### src/include/ipdma_pkg.sv
// Package: constants and types for the ISA DMA channel passing bridge
`default_nettype none
package ipdma_pkg;
	localparam logic [7:0] IPDMA_CHANNELS = 8'h08;
	localparam logic [2:0] IPDMA_RSVD_CHANNEL = 3'h4;
	localparam logic [2:0] IPDMA_GNT_BITS = 3'h3;
	localparam logic [31:0] IPDMA_ADDR_NORMAL = 32'h0000_0000;
	localparam logic [31:0] IPDMA_ADDR_NORMAL_TC = 32'h0000_0004;
	localparam logic [31:0] IPDMA_ADDR_VERIFY = 32'h0000_00C0;
	localparam logic [31:0] IPDMA_ADDR_VERIFY_TC = 32'h0000_00C4;
	localparam int IPDMA_TC_BIT = 2;
	localparam logic [2:0] IPDMA_DIV3_CODE = 3'h2;
	localparam logic [2:0] IPDMA_DIV4_CODE = 3'h3;
	localparam logic [2:0] IPDMA_DIV_RESET = 3'h3;
	// AXI register map
	localparam logic [7:0] IPDMA_REG_CTRL = 8'h00;
	localparam logic [7:0] IPDMA_REG_STATUS = 8'h04;
	localparam int IPDMA_CTRL_DIV_LSB = 0;
	localparam int IPDMA_CTRL_BOOTDONE_BIT = 4;
	localparam logic [1:0] IPDMA_RESP_OKAY = 2'h0;
	localparam logic [1:0] IPDMA_RESP_SLVERR = 2'h2;
	typedef enum logic [1:0] {IPDMA_CYC_NONE, IPDMA_CYC_READ, IPDMA_CYC_WRITE, IPDMA_CYC_VERIFY}
		ipdma_cyc_t;
endpackage : ipdma_pkg
`default_nettype wire

### src/ipdma_clkdiv.sv
// ISA bus clock divider, divide by three or four
`timescale 1ns/1ps
`default_nettype none
module ipdma_clkdiv
	import ipdma_pkg::*;
(
	input wire logic clk,
	input wire logic rstn,
	input wire logic [2:0] div_code,
	output logic isa_clk
);
	logic [1:0] count;
	wire [1:0] last_count = (div_code == IPDMA_DIV3_CODE) ? 2'h2 : 2'h3;
	// Invalid codes fall back to divide by four rather than stopping the clock
	wire [1:0] high_count = (div_code == IPDMA_DIV3_CODE) ? 2'h1 : 2'h2;
	always_ff @(posedge clk or negedge rstn) begin
		if (!rstn) begin
			count <= 2'h0;
			isa_clk <= 1'b0;
		end else begin
			count <= (count >= last_count) ? 2'h0 : count + 2'h1;
			isa_clk <= ((count >= last_count) ? 2'h0 : count + 2'h1) < high_count;
		end
	end
endmodule : ipdma_clkdiv
`default_nettype wire

### src/ipdma_axil.sv
// AXI4-Lite slave holding control and status words
`timescale 1ns/1ps
`default_nettype none
module ipdma_axil
	import ipdma_pkg::*;
(
	input wire logic clk,
	input wire logic rstn,
	input wire logic [7:0] awaddr,
	input wire logic awvalid,
	output logic awready,
	input wire logic [31:0] wdata,
	input wire logic [3:0] wstrb,
	input wire logic wvalid,
	output logic wready,
	output logic [1:0] bresp,
	output logic bvalid,
	input wire logic bready,
	input wire logic [7:0] araddr,
	input wire logic arvalid,
	output logic arready,
	output logic [31:0] rdata,
	output logic [1:0] rresp,
	output logic rvalid,
	input wire logic rready,
	input wire logic [31:0] status,
	output logic [31:0] ctrl
);
	logic aw_held;
	logic w_held;
	logic [7:0] aw_addr;
	logic [31:0] w_data;
	logic [3:0] w_strb;
	wire do_write = aw_held && w_held && !bvalid;
	wire do_read = arvalid && arready;
	wire [31:0] next_ctrl = (ctrl & ~{{8{w_strb[3]}}, {8{w_strb[2]}}, {8{w_strb[1]}},
		{8{w_strb[0]}}}) | (w_data & {{8{w_strb[3]}}, {8{w_strb[2]}}, {8{w_strb[1]}},
		{8{w_strb[0]}}});
	always_ff @(posedge clk or negedge rstn) begin
		if (!rstn) begin
			aw_held <= 1'b0;
			w_held <= 1'b0;
			awready <= 1'b1;
			wready <= 1'b1;
			aw_addr <= 8'h00;
			w_data <= 32'h0000_0000;
			w_strb <= 4'h0;
			bvalid <= 1'b0;
			bresp <= IPDMA_RESP_OKAY;
			arready <= 1'b0;
			rvalid <= 1'b0;
			rdata <= 32'h0000_0000;
			rresp <= IPDMA_RESP_OKAY;
			ctrl <= {29'h0, IPDMA_DIV_RESET};
		end else begin
			if (awvalid && awready) begin
				aw_held <= 1'b1;
				awready <= 1'b0;
				aw_addr <= awaddr;
			end
			if (wvalid && wready) begin
				w_held <= 1'b1;
				wready <= 1'b0;
				w_data <= wdata;
				w_strb <= wstrb;
			end
			if (do_write) begin
				aw_held <= 1'b0;
				w_held <= 1'b0;
				awready <= 1'b1;
				wready <= 1'b1;
				bvalid <= 1'b1;
				bresp <= (aw_addr[7:2] == IPDMA_REG_CTRL[7:2]) ? IPDMA_RESP_OKAY : IPDMA_RESP_SLVERR;
				if (aw_addr[7:2] == IPDMA_REG_CTRL[7:2])
					ctrl <= next_ctrl;
			end else if (bvalid && bready) begin
				bvalid <= 1'b0;
			end
			arready <= arvalid && !arready && !rvalid;
			if (do_read) begin
				rvalid <= 1'b1;
				rresp <= IPDMA_RESP_OKAY;
				if (araddr[7:2] == IPDMA_REG_CTRL[7:2]) begin
					rdata <= ctrl;
				end else if (araddr[7:2] == IPDMA_REG_STATUS[7:2]) begin
					rdata <= status;
				end else begin
					rdata <= 32'h0000_0000;
					rresp <= IPDMA_RESP_SLVERR;
				end
			end else if (rvalid && rready) begin
				rvalid <= 1'b0;
			end
		end
	end
	// Write ready flags are flops mirroring the held flags and arready is a flop too, so no bus output is combinational
endmodule : ipdma_axil
`default_nettype wire

### src/ipdma_bridge.sv
// Top: serial DMA request/grant passing, DMA I/O decode, boot decode, ISA clock
`timescale 1ns/1ps
`default_nettype none
module ipdma_bridge
	import ipdma_pkg::*;
(
	input wire logic CLK,
	input wire logic RSTN,
	input wire logic [7:0] ISA_DMA_REQUEST,
	output logic SERIAL_DMA_REQUEST_N,
	input wire logic SERIAL_DMA_GRANT_N,
	output logic [7:0] ISA_DMA_ACKNOWLEDGE_N,
	input wire logic DMA_DONE,
	input wire logic IO_CYCLE_VALID,
	input wire logic IO_CYCLE_WRITE,
	input wire logic [31:0] IO_CYCLE_ADDR,
	output logic ISA_DMA_READ,
	output logic ISA_DMA_WRITE,
	output logic ISA_DMA_VERIFY,
	output logic ISA_DMA_TC,
	input wire logic MEM_CYCLE_VALID,
	input wire logic MEM_IN_BIOS_RANGE,
	input wire logic MEM_CLAIMED_ELSEWHERE,
	input wire logic SUBTRACTIVE_DECODE_INHIBIT,
	input wire logic BOOT_POSITIVE_DECODE_TEST_N,
	output logic FORWARD_TO_ISA,
	output logic ISA_BUS_CLOCK,
	input wire logic [7:0] AWADDR,
	input wire logic AWVALID,
	output logic AWREADY,
	input wire logic [31:0] WDATA,
	input wire logic [3:0] WSTRB,
	input wire logic WVALID,
	output logic WREADY,
	output logic [1:0] BRESP,
	output logic BVALID,
	input wire logic BREADY,
	input wire logic [7:0] ARADDR,
	input wire logic ARVALID,
	output logic ARREADY,
	output logic [31:0] RDATA,
	output logic [1:0] RRESP,
	output logic RVALID,
	input wire logic RREADY
);
	import ipdma_pkg::*;

	typedef enum logic [1:0] {IPDMA_REQ_IDLE, IPDMA_REQ_START, IPDMA_REQ_BITS, IPDMA_REQ_HOLD}
		ipdma_req_t;
	typedef enum logic [1:0] {IPDMA_GNT_IDLE, IPDMA_GNT_CODE} ipdma_gnt_t;

	// Request, grant, inhibit and boot test pins pass two flip-flops before any logic reads them
	logic [7:0] isa_dma_request_meta;
	logic [7:0] isa_dma_request;
	logic [2:0] pin_meta;
	logic [2:0] pin_sync;
	wire gnt_n = pin_sync[0];
	wire inhibit = pin_sync[1];
	wire boot_test = !pin_sync[2];

	ipdma_req_t req_state;
	ipdma_gnt_t gnt_state;
	logic [2:0] bit_count;
	logic [7:0] req_shift;
	logic [2:0] gnt_code;
	logic [1:0] gnt_count;
	logic granted;
	logic [2:0] granted_chan;
	logic [31:0] ctrl;
	logic isa_clk;

	// Channel 4 is never passed
	wire [7:0] passed_req = isa_dma_request & ~(8'h01 << IPDMA_RSVD_CHANNEL);
	wire any_req = |passed_req;
	wire [2:0] next_code = {gnt_code[1:0], gnt_n};
	wire code_done = (gnt_state == IPDMA_GNT_CODE) && (gnt_count == IPDMA_GNT_BITS[1:0] - 2'h1);
	wire code_valid = next_code != IPDMA_RSVD_CHANNEL;
	wire boot_done = ctrl[IPDMA_CTRL_BOOTDONE_BIT];

	// DMA I/O decode; bits 7:6 pick normal or verify, bit 2 is terminal count, all other bits must be zero
	wire addr_hi_zero = (IO_CYCLE_ADDR & ~32'h0000_00C4) == 32'h0000_0000;
	wire hit_normal = addr_hi_zero && (IO_CYCLE_ADDR[7:6] == IPDMA_ADDR_NORMAL[7:6]);
	wire hit_verify = addr_hi_zero && (IO_CYCLE_ADDR[7:6] == IPDMA_ADDR_VERIFY[7:6]) && !IO_CYCLE_WRITE;
	wire cyc_is_tc = IO_CYCLE_ADDR[IPDMA_TC_BIT];
	wire dma_cycle = granted && IO_CYCLE_VALID && (hit_normal || hit_verify);
	ipdma_cyc_t cyc_kind;
	assign cyc_kind = !dma_cycle ? IPDMA_CYC_NONE
		: hit_verify ? IPDMA_CYC_VERIFY
		: IO_CYCLE_WRITE ? IPDMA_CYC_WRITE : IPDMA_CYC_READ;

	// During boot test, until the boot-done bit is set, the inhibit input is a don't care for the BIOS range
	wire bios_boot = boot_test && !boot_done && MEM_IN_BIOS_RANGE;
	wire next_forward = MEM_CYCLE_VALID && (bios_boot
		|| (!MEM_CLAIMED_ELSEWHERE && !inhibit));

	always_ff @(posedge CLK or negedge RSTN) begin
		if (!RSTN) begin
			isa_dma_request_meta <= 8'h00;
			isa_dma_request <= 8'h00;
			pin_meta <= 3'h7;
			pin_sync <= 3'h7;
		end else begin
			isa_dma_request_meta <= ISA_DMA_REQUEST;
			isa_dma_request <= isa_dma_request_meta;
			pin_meta <= {BOOT_POSITIVE_DECODE_TEST_N, SUBTRACTIVE_DECODE_INHIBIT, SERIAL_DMA_GRANT_N};
			pin_sync <= pin_meta;
		end
	end

	// Serial request transmitter
	always_ff @(posedge CLK or negedge RSTN) begin
		if (!RSTN) begin
			req_state <= IPDMA_REQ_IDLE;
			bit_count <= 3'h0;
			req_shift <= 8'h00;
			SERIAL_DMA_REQUEST_N <= 1'b1;
		end else begin
			case (req_state)
				IPDMA_REQ_IDLE: begin
					SERIAL_DMA_REQUEST_N <= 1'b1;
					if (any_req) begin
						SERIAL_DMA_REQUEST_N <= 1'b0;
						req_shift <= passed_req;
						bit_count <= 3'h0;
						req_state <= IPDMA_REQ_START;
					end
				end
				IPDMA_REQ_START, IPDMA_REQ_BITS: begin
					// Request bits are active high on the line, channel 0 first
					SERIAL_DMA_REQUEST_N <= req_shift[0];
					req_shift <= {1'b0, req_shift[7:1]};
					bit_count <= bit_count + 3'h1;
					req_state <= (bit_count == 3'h7) ? IPDMA_REQ_HOLD : IPDMA_REQ_BITS;
				end
				IPDMA_REQ_HOLD: begin
					SERIAL_DMA_REQUEST_N <= !any_req;
					if (!any_req)
						req_state <= IPDMA_REQ_IDLE;
				end
				default: begin
					req_state <= IPDMA_REQ_IDLE;
					SERIAL_DMA_REQUEST_N <= 1'b1;
				end
			endcase
		end
	end

	// Serial grant receiver and acknowledge
	always_ff @(posedge CLK or negedge RSTN) begin
		if (!RSTN) begin
			gnt_state <= IPDMA_GNT_IDLE;
			gnt_code <= 3'h0;
			gnt_count <= 2'h0;
			granted <= 1'b0;
			granted_chan <= 3'h0;
			ISA_DMA_ACKNOWLEDGE_N <= 8'hFF;
		end else begin
			if (DMA_DONE) begin
				granted <= 1'b0;
				ISA_DMA_ACKNOWLEDGE_N <= 8'hFF;
			end
			case (gnt_state)
				IPDMA_GNT_IDLE: begin
					gnt_count <= 2'h0;
					if (!gnt_n)
						gnt_state <= IPDMA_GNT_CODE;
				end
				IPDMA_GNT_CODE: begin
					gnt_code <= next_code;
					gnt_count <= gnt_count + 2'h1;
					if (code_done) begin
						gnt_state <= IPDMA_GNT_IDLE;
						if (code_valid) begin
							granted <= 1'b1;
							granted_chan <= next_code;
							ISA_DMA_ACKNOWLEDGE_N <= ~(8'h01 << next_code);
						end
					end
				end
				default: gnt_state <= IPDMA_GNT_IDLE;
			endcase
		end
	end

	always_ff @(posedge CLK or negedge RSTN) begin
		if (!RSTN) begin
			ISA_DMA_READ <= 1'b0;
			ISA_DMA_WRITE <= 1'b0;
			ISA_DMA_VERIFY <= 1'b0;
			ISA_DMA_TC <= 1'b0;
			FORWARD_TO_ISA <= 1'b0;
			ISA_BUS_CLOCK <= 1'b0;
		end else begin
			ISA_DMA_READ <= cyc_kind == IPDMA_CYC_READ;
			ISA_DMA_WRITE <= cyc_kind == IPDMA_CYC_WRITE;
			ISA_DMA_VERIFY <= cyc_kind == IPDMA_CYC_VERIFY;
			ISA_DMA_TC <= dma_cycle && cyc_is_tc;
			FORWARD_TO_ISA <= next_forward;
			ISA_BUS_CLOCK <= isa_clk;
		end
	end

	wire [31:0] status = {16'h0, 2'h0, boot_test, inhibit, granted, granted_chan, passed_req};

	ipdma_axil u_axil (
		.clk(CLK),
		.rstn(RSTN),
		.awaddr(AWADDR),
		.awvalid(AWVALID),
		.awready(AWREADY),
		.wdata(WDATA),
		.wstrb(WSTRB),
		.wvalid(WVALID),
		.wready(WREADY),
		.bresp(BRESP),
		.bvalid(BVALID),
		.bready(BREADY),
		.araddr(ARADDR),
		.arvalid(ARVALID),
		.arready(ARREADY),
		.rdata(RDATA),
		.rresp(RRESP),
		.rvalid(RVALID),
		.rready(RREADY),
		.status(status),
		.ctrl(ctrl)
	);

	ipdma_clkdiv u_clkdiv (
		.clk(CLK),
		.rstn(RSTN),
		.div_code(ctrl[IPDMA_CTRL_DIV_LSB +: 3]),
		.isa_clk(isa_clk)
	);

	AST_START_ONE_CLOCK: assert property (@(posedge CLK) disable iff (!RSTN)
		(req_state == IPDMA_REQ_START) |-> !SERIAL_DMA_REQUEST_N ##1 (req_state == IPDMA_REQ_BITS))
		else $error("start marker not one clock");
	AST_EIGHT_BITS: assert property (@(posedge CLK) disable iff (!RSTN)
		(req_state == IPDMA_REQ_START) |-> ##8 (req_state == IPDMA_REQ_HOLD))
		else $error("request bits not eight clocks");
	AST_CH4_LOW: assert property (@(posedge CLK) disable iff (!RSTN)
		$rose(req_state == IPDMA_REQ_START) |-> ##5 !SERIAL_DMA_REQUEST_N)
		else $error("channel 4 bit not low");
	AST_HOLD_ASSERTED: assert property (@(posedge CLK) disable iff (!RSTN)
		(req_state == IPDMA_REQ_HOLD && any_req) |=> !SERIAL_DMA_REQUEST_N)
		else $error("request not maintained");
	AST_RESERVED_NO_ACK: assert property (@(posedge CLK) disable iff (!RSTN)
		(code_done && next_code == IPDMA_RSVD_CHANNEL) |=> !granted || $past(granted))
		else $error("reserved grant acknowledged");
	AST_ACK_ONE_HOT: assert property (@(posedge CLK) disable iff (!RSTN)
		granted |-> (ISA_DMA_ACKNOWLEDGE_N == ~(8'h01 << granted_chan)))
		else $error("acknowledge mismatch");
	AST_VERIFY_READ_ONLY: assert property (@(posedge CLK) disable iff (!RSTN)
		(IO_CYCLE_VALID && IO_CYCLE_WRITE) |=> !ISA_DMA_VERIFY)
		else $error("verify on a write");
	AST_TC_FROM_A2: assert property (@(posedge CLK) disable iff (!RSTN)
		dma_cycle |=> (ISA_DMA_TC == $past(IO_CYCLE_ADDR[2])))
		else $error("terminal count mismatch");
	AST_INHIBIT_BLOCKS: assert property (@(posedge CLK) disable iff (!RSTN)
		(inhibit && !bios_boot) |=> !FORWARD_TO_ISA)
		else $error("forward while inhibited");
endmodule : ipdma_bridge
`default_nettype wire

### config.mk
export PLATFORM = sky130hd
export DESIGN_NAME = ipdma_bridge
export DESIGN_NICKNAME = d
export VERILOG_FILES = /design/src/include/ipdma_pkg.sv /design/src/ipdma_clkdiv.sv /design/src/ipdma_axil.sv /design/src/ipdma_bridge.sv
export SDC_FILE = /design/constraint.sdc
export NUM_CORES = 1
export LEC_CHECK = 0
export ABC_AREA = 0
export BUFFER_PORTS_ARGS = -buffer_cell sky130_fd_sc_hd__clkbuf_2
export CAP_MARGIN = 20
export CORE_ASPECT_RATIO = 0.75
export CORE_MARGIN = 5
export CORE_UTILIZATION = 48
export CTS_CLUSTER_SIZE = 40
export DETAILED_ROUTE_END_ITERATION = 6
export PLACE_DENSITY = 0.8
export SLEW_MARGIN = 20
export SYNTH_ARGS = -nofsm -noshare
export SYNTH_HDL_FRONTEND = slang
export SYNTH_SLANG_ARGS = --single-unit
### constraint.sdc
create_clock -name CLK -period 1.8 [get_ports CLK]
set_input_delay 0.18 -clock CLK [delete_from_list [all_inputs] [get_ports CLK]]
set_output_delay 0.18 -clock CLK [all_outputs]
set_load 0.005 [all_outputs]
# == After elaboration in Yosys (flattened, before gate mapping) ==
# Index checks and enable logic that the tools add are counted.
# word_totals
out_inout_bits,56
input_bits,108
register_bits,182
# classes
n_reduce_logical,50
n_shift,1
magnitude_cmp,2
n_eq_ne,17
n_addsub,3
bitwise,5
muxes,45
# op_table
op,n
$and A32 B32 Y32,2
$mux W8,5
$logic_not A32 Y1,1
$mux W32,1
$not A32 Y32,1
$or A32 B32 Y32,1
$mux W2,12
$logic_and A1 B1 Y1,20
$mux W1,19
$pmux W8 S2,1
$mux W14,1
$eq A2 B2 Y1 const B,6
$logic_not A6 Y1,2
$reduce_bool A2 Y1,6
$logic_not A1 Y1,9
$ne A2 B2 Y1 const B,4
$not A8 Y8,1
$pmux W2 S2,2
$reduce_and A2 Y1,4
$shl A1 B3 Y8 const A,1
$reduce_or A7 Y1,1
$eq A2 B1 Y1 const B,3
$eq A6 B1 Y1 const B,1
$logic_not A2 Y1,3
other kinds (14),16

# == Depth between registers and ports, before layout ==
# logic_depth
depth_word,7
depth_mapped,9
mapped_depth_nobuf,9

# == Cells and area by module ==
# Synthesis repeated with hierarchy kept, for this count alone.
# hier_totals
cells_unflattened,523
area_unflattened_um2,7051.8
# modules_own_cells
module,instances,cells_each,area_each_um2
ipdma_axil,1,336,4685.7
ipdma_bridge,1,173,2185.8
ipdma_clkdiv,1,14,180.2

# == Worst setup path before layout ==
# Ideal clock, no wire load.
# synth_path
path_kind,reg-to-reg
startpoint,reg u_axil.aw_addr[5]
endpoint,reg with a tool-made name
setup_ns,0.125
slack_ns,-0.001
t_arrival_ns,1.676
path_buffers,0
stages_incl_launch_ff,5
path_cell_list,dfrtp_1 > or4_1 > nor4_4 > nand2_2 > mux2_2
# synth_rtl
item,line_no,source
"start, declared",ipdma_axil.sv:31,logic [7:0] aw_addr;
"start signal, assigned",ipdma_axil.sv:59,aw_addr <= awaddr;

==> results.tsv <==
stage	metric	value	unit
setup_path	r2r_start	u_axil.aw_addr[5]	
timing	max_slew_margin	61.8	%
route	wirelength	15000	µm
die	die_height	112	µm
synthesis	synth_edf_count	0	
setup_path	cpPeakStageDelay	0.54	ns
clocking	cts_buffers	17	
setup_path	crit_path_start_kind	flip-flop	
timing	hold_ws	0.0240	ns
pwr	vdd_drop_max	0.854	mV
synthesis	synth-seq-cells	175	
setup_path	cp_data_arrival_time	2.13	ns
timing	setup_viol	20	
clocking	clk_path_buf_depth	2	
route	ant_nets	0	
pwr	pwr_density_cell	1400	mW/mm²
route	drt-vias-per-instance	5.13	
die	num_rows	37	
run_status	outcome	finished, violations left	
finish	most-common-layout-cells	dfrtp_1 (156), clkbuf_2 (155), mux2_2 (77), dlygate4sd3_1 (58), nand2_1 (29)	
global_routing	grt_pass1_vias	5041	
synthesis	syn_avg_cell_area	14.0	µm²
setup_path	cp_max_fo	8	
timing	hold_viol	0	
die	core_area	0.0137	mm²
timing	tightest_slew	0.571	ns
synthesis	yosysWarnings	0	
route	drt_iter0_markers	199	
global_routing	globalRouteOverflowTotal	0	
synthesis	synth.distinct_cells	42	
die	die_x	147	µm
global_routing	antenna_found_initial	2	
finish	syn_to_final_growth	36.0	%
clocking	cts_tree	built	
global_routing	grt_pass1_wl	25100	µm
timing	maxSlewViolCount	0	
timing	fmax	550	MHz
setup_path	path_class	flip-flop to flip-flop	
route	drc_errors	0	
timing	period_minus_slack	1.82	ns
setup_path	cp.required	2.11	ns
clocking	clk_pin_slew_worst_paths	0.06	ns
timing	finalWorstSetupSlack	-0.0196	ns
timing	finalCritPeriodShare	101	%
route	routedWlPerCell	16.6	µm
global_routing	grt_start_max_net_pins	55	
timing	rsz0062_at_grt	yes	
worst_hold_path	hold_class	primary input to flip-flop	
timing	setup-tns-final	-0.172	ns
placed_design	io_buffers	156	
placed_design	routabilityCongestion	0.813	
finish	nets	831	
synthesis	synthArstFlopShare	100	%
die	dieArea	0.0165	mm²
route	drt_first_pass_iters	4	
finish	drive_gt1_share	43.8	%
route	num_vias	4639	
setup_path	endpoint_kind	flip-flop	
synthesis	ys_seq_area_share	65.6	%
die	start_util	49.0	%
clocking	insertion_delay	0.43	ns
clocking	cts_htree_levels	4	
timing	skew	0.00580	ns
setup_path	path_cells	or4_4, nor4_4, buf_6, nand2_8, mux2_2	
global_routing	grt_util_all_layers	19.1	%
finish	final_common_cell	dfrtp_1	
worst_hold_path	min_from	WDATA[6]	
synthesis	netlist_instances	479	
synthesis	syn_area	0.00671	mm²
placed_design	dpl.hpwl	10300	µm
run_status	violations	negative setup slack	
setup_path	startpoint	u_axil.aw_addr[5]	
clocking	cts_sinks	175	
clocking	cts_root_buf	clkbuf_16	
flow_run	drv_cap	0	
pwr	leakagePower	4.45	nW
setup_path	crit_slowest_cell	or4_4	
synthesis	synth_ff_type	dfrtp_1	
die	ios	164	
## synthesized netlist by cell type, drive strengths merged, types with 2 or more instances
cell,n,area (µm²)
o31ai,13,97.6
inv,17,63.8
nor2,18,67.6
ha,8,100
a21boi,2,15.0
mux2i,22,220
dfrtp,156,3900
o22ai,2,12.5
nor4,7,58.8
nor4b,2,17.5
buf,6,31.3
mux2,77,867
clkbuf,11,41.3
o32a,4,40.0
nand3b,3,22.5
a21oi,13,65.1
a32o,3,30.0
nand2b,3,18.8
a22o,19,166
nor3,6,35.0
a21o,2,15.0
nand4,2,12.5
o21a,2,15.0
dfstp,19,499
nand2,36,145
o21ai,12,60.1
and2,4,25.0
nor3b,2,15.0
## path summary, 6_finish.rpt
path	slack, ns	to	depth (start not counted)
worst max-delay path	-0.02	flip-flop	5
worst min-delay path	0.02	u_axil.w_data[6]	2
worst max register to register	-0.02	flip-flop	5
worst min register to register	0.35	isa_dma_request[3]	0
max in group asynchronous	0.88	u_axil.wready	3
min in group asynchronous	0.29	gnt_code[1]	2
## stage by stage
stage / total power [mW] / instance area [µm²] / std cells / setup WS (ns) / util [%]
after floorplan: 7.80 / 6720 / 480 / 0.00199 / -
final: 12.8 / 9130 / 905 / -0.0196 / 66.6
after global routing: 13.6 / 9130 / 905 / -0.0858 / 66.6
after CTS: 12.8 / 9060 / 902 / -0.0694 / 66.1
after detailed placement: 8.80 / 7830 / 812 / -0.121 / 57.1
after global placement: 8.52 / 7830 / 812 / -0.0274 / 57.1
## logic make-up (layout without fill, tap and decap cells)
logic type                 count (synthesis)  in the layout  synth area share [%]
DFF                                      175            175                  65.6
other                                      1              4                0.0559
and+or+nand+nor                           88             88                  6.69
buffers and inverters                     34            282                  2.03
muxes                                     99             99                  16.2
adders and majority gates                  8              8                  1.49
AOI/OAI and AO/OA                         74             74                  7.94
## layout make-up
class	count	area, µm²
fill	1001	4570
sequential	175	4400
multi-input combinational	271	2280
timing repair buffer	233	1550
clock buffer	18	429
tap	175	219
clock inverter	14	181
inverter	17	63.8
antenna	2	5.00
## report_power, final
group	internal (mW)	switching (mW)	leakage (nW)	total, mW
registers	5.19	0.741	2.18	5.93
clock network	2.21	1.57	0.289	3.77
logic	1.67	1.40	1.99	3.07
total	9.07	3.71	4.45	12.8
## per-layer routing
layer  global-route usage (%)  part of all wire [%]  vias to the layer above
li1                         -                     -                     2171
met4                     5.33                   1.2                        0
met5                        0                     0                        -
met1                     24.2                    42                     2312
met3                     6.54                   6.0                       17
met2                     31.6                    50                      139
## timing repair
action,CTS,global route
gates resized for setup,8,8
endpoints found under the hold margin,91,0
pin swaps,0,8
hold buffers,58,0
cloned,0,0
endpoints found under the setup margin,40,32
setup buffers,0,1
## worst max-delay path: cells and delay by family, from the launching register on
family	cells	cell delay (ns)
buffers and inverters	1	0.24
flip-flops	1	0.37
multiplexers	1	0.29
AND/OR/NAND/NOR	3	0.80
(Power assumes the default switching activity.)
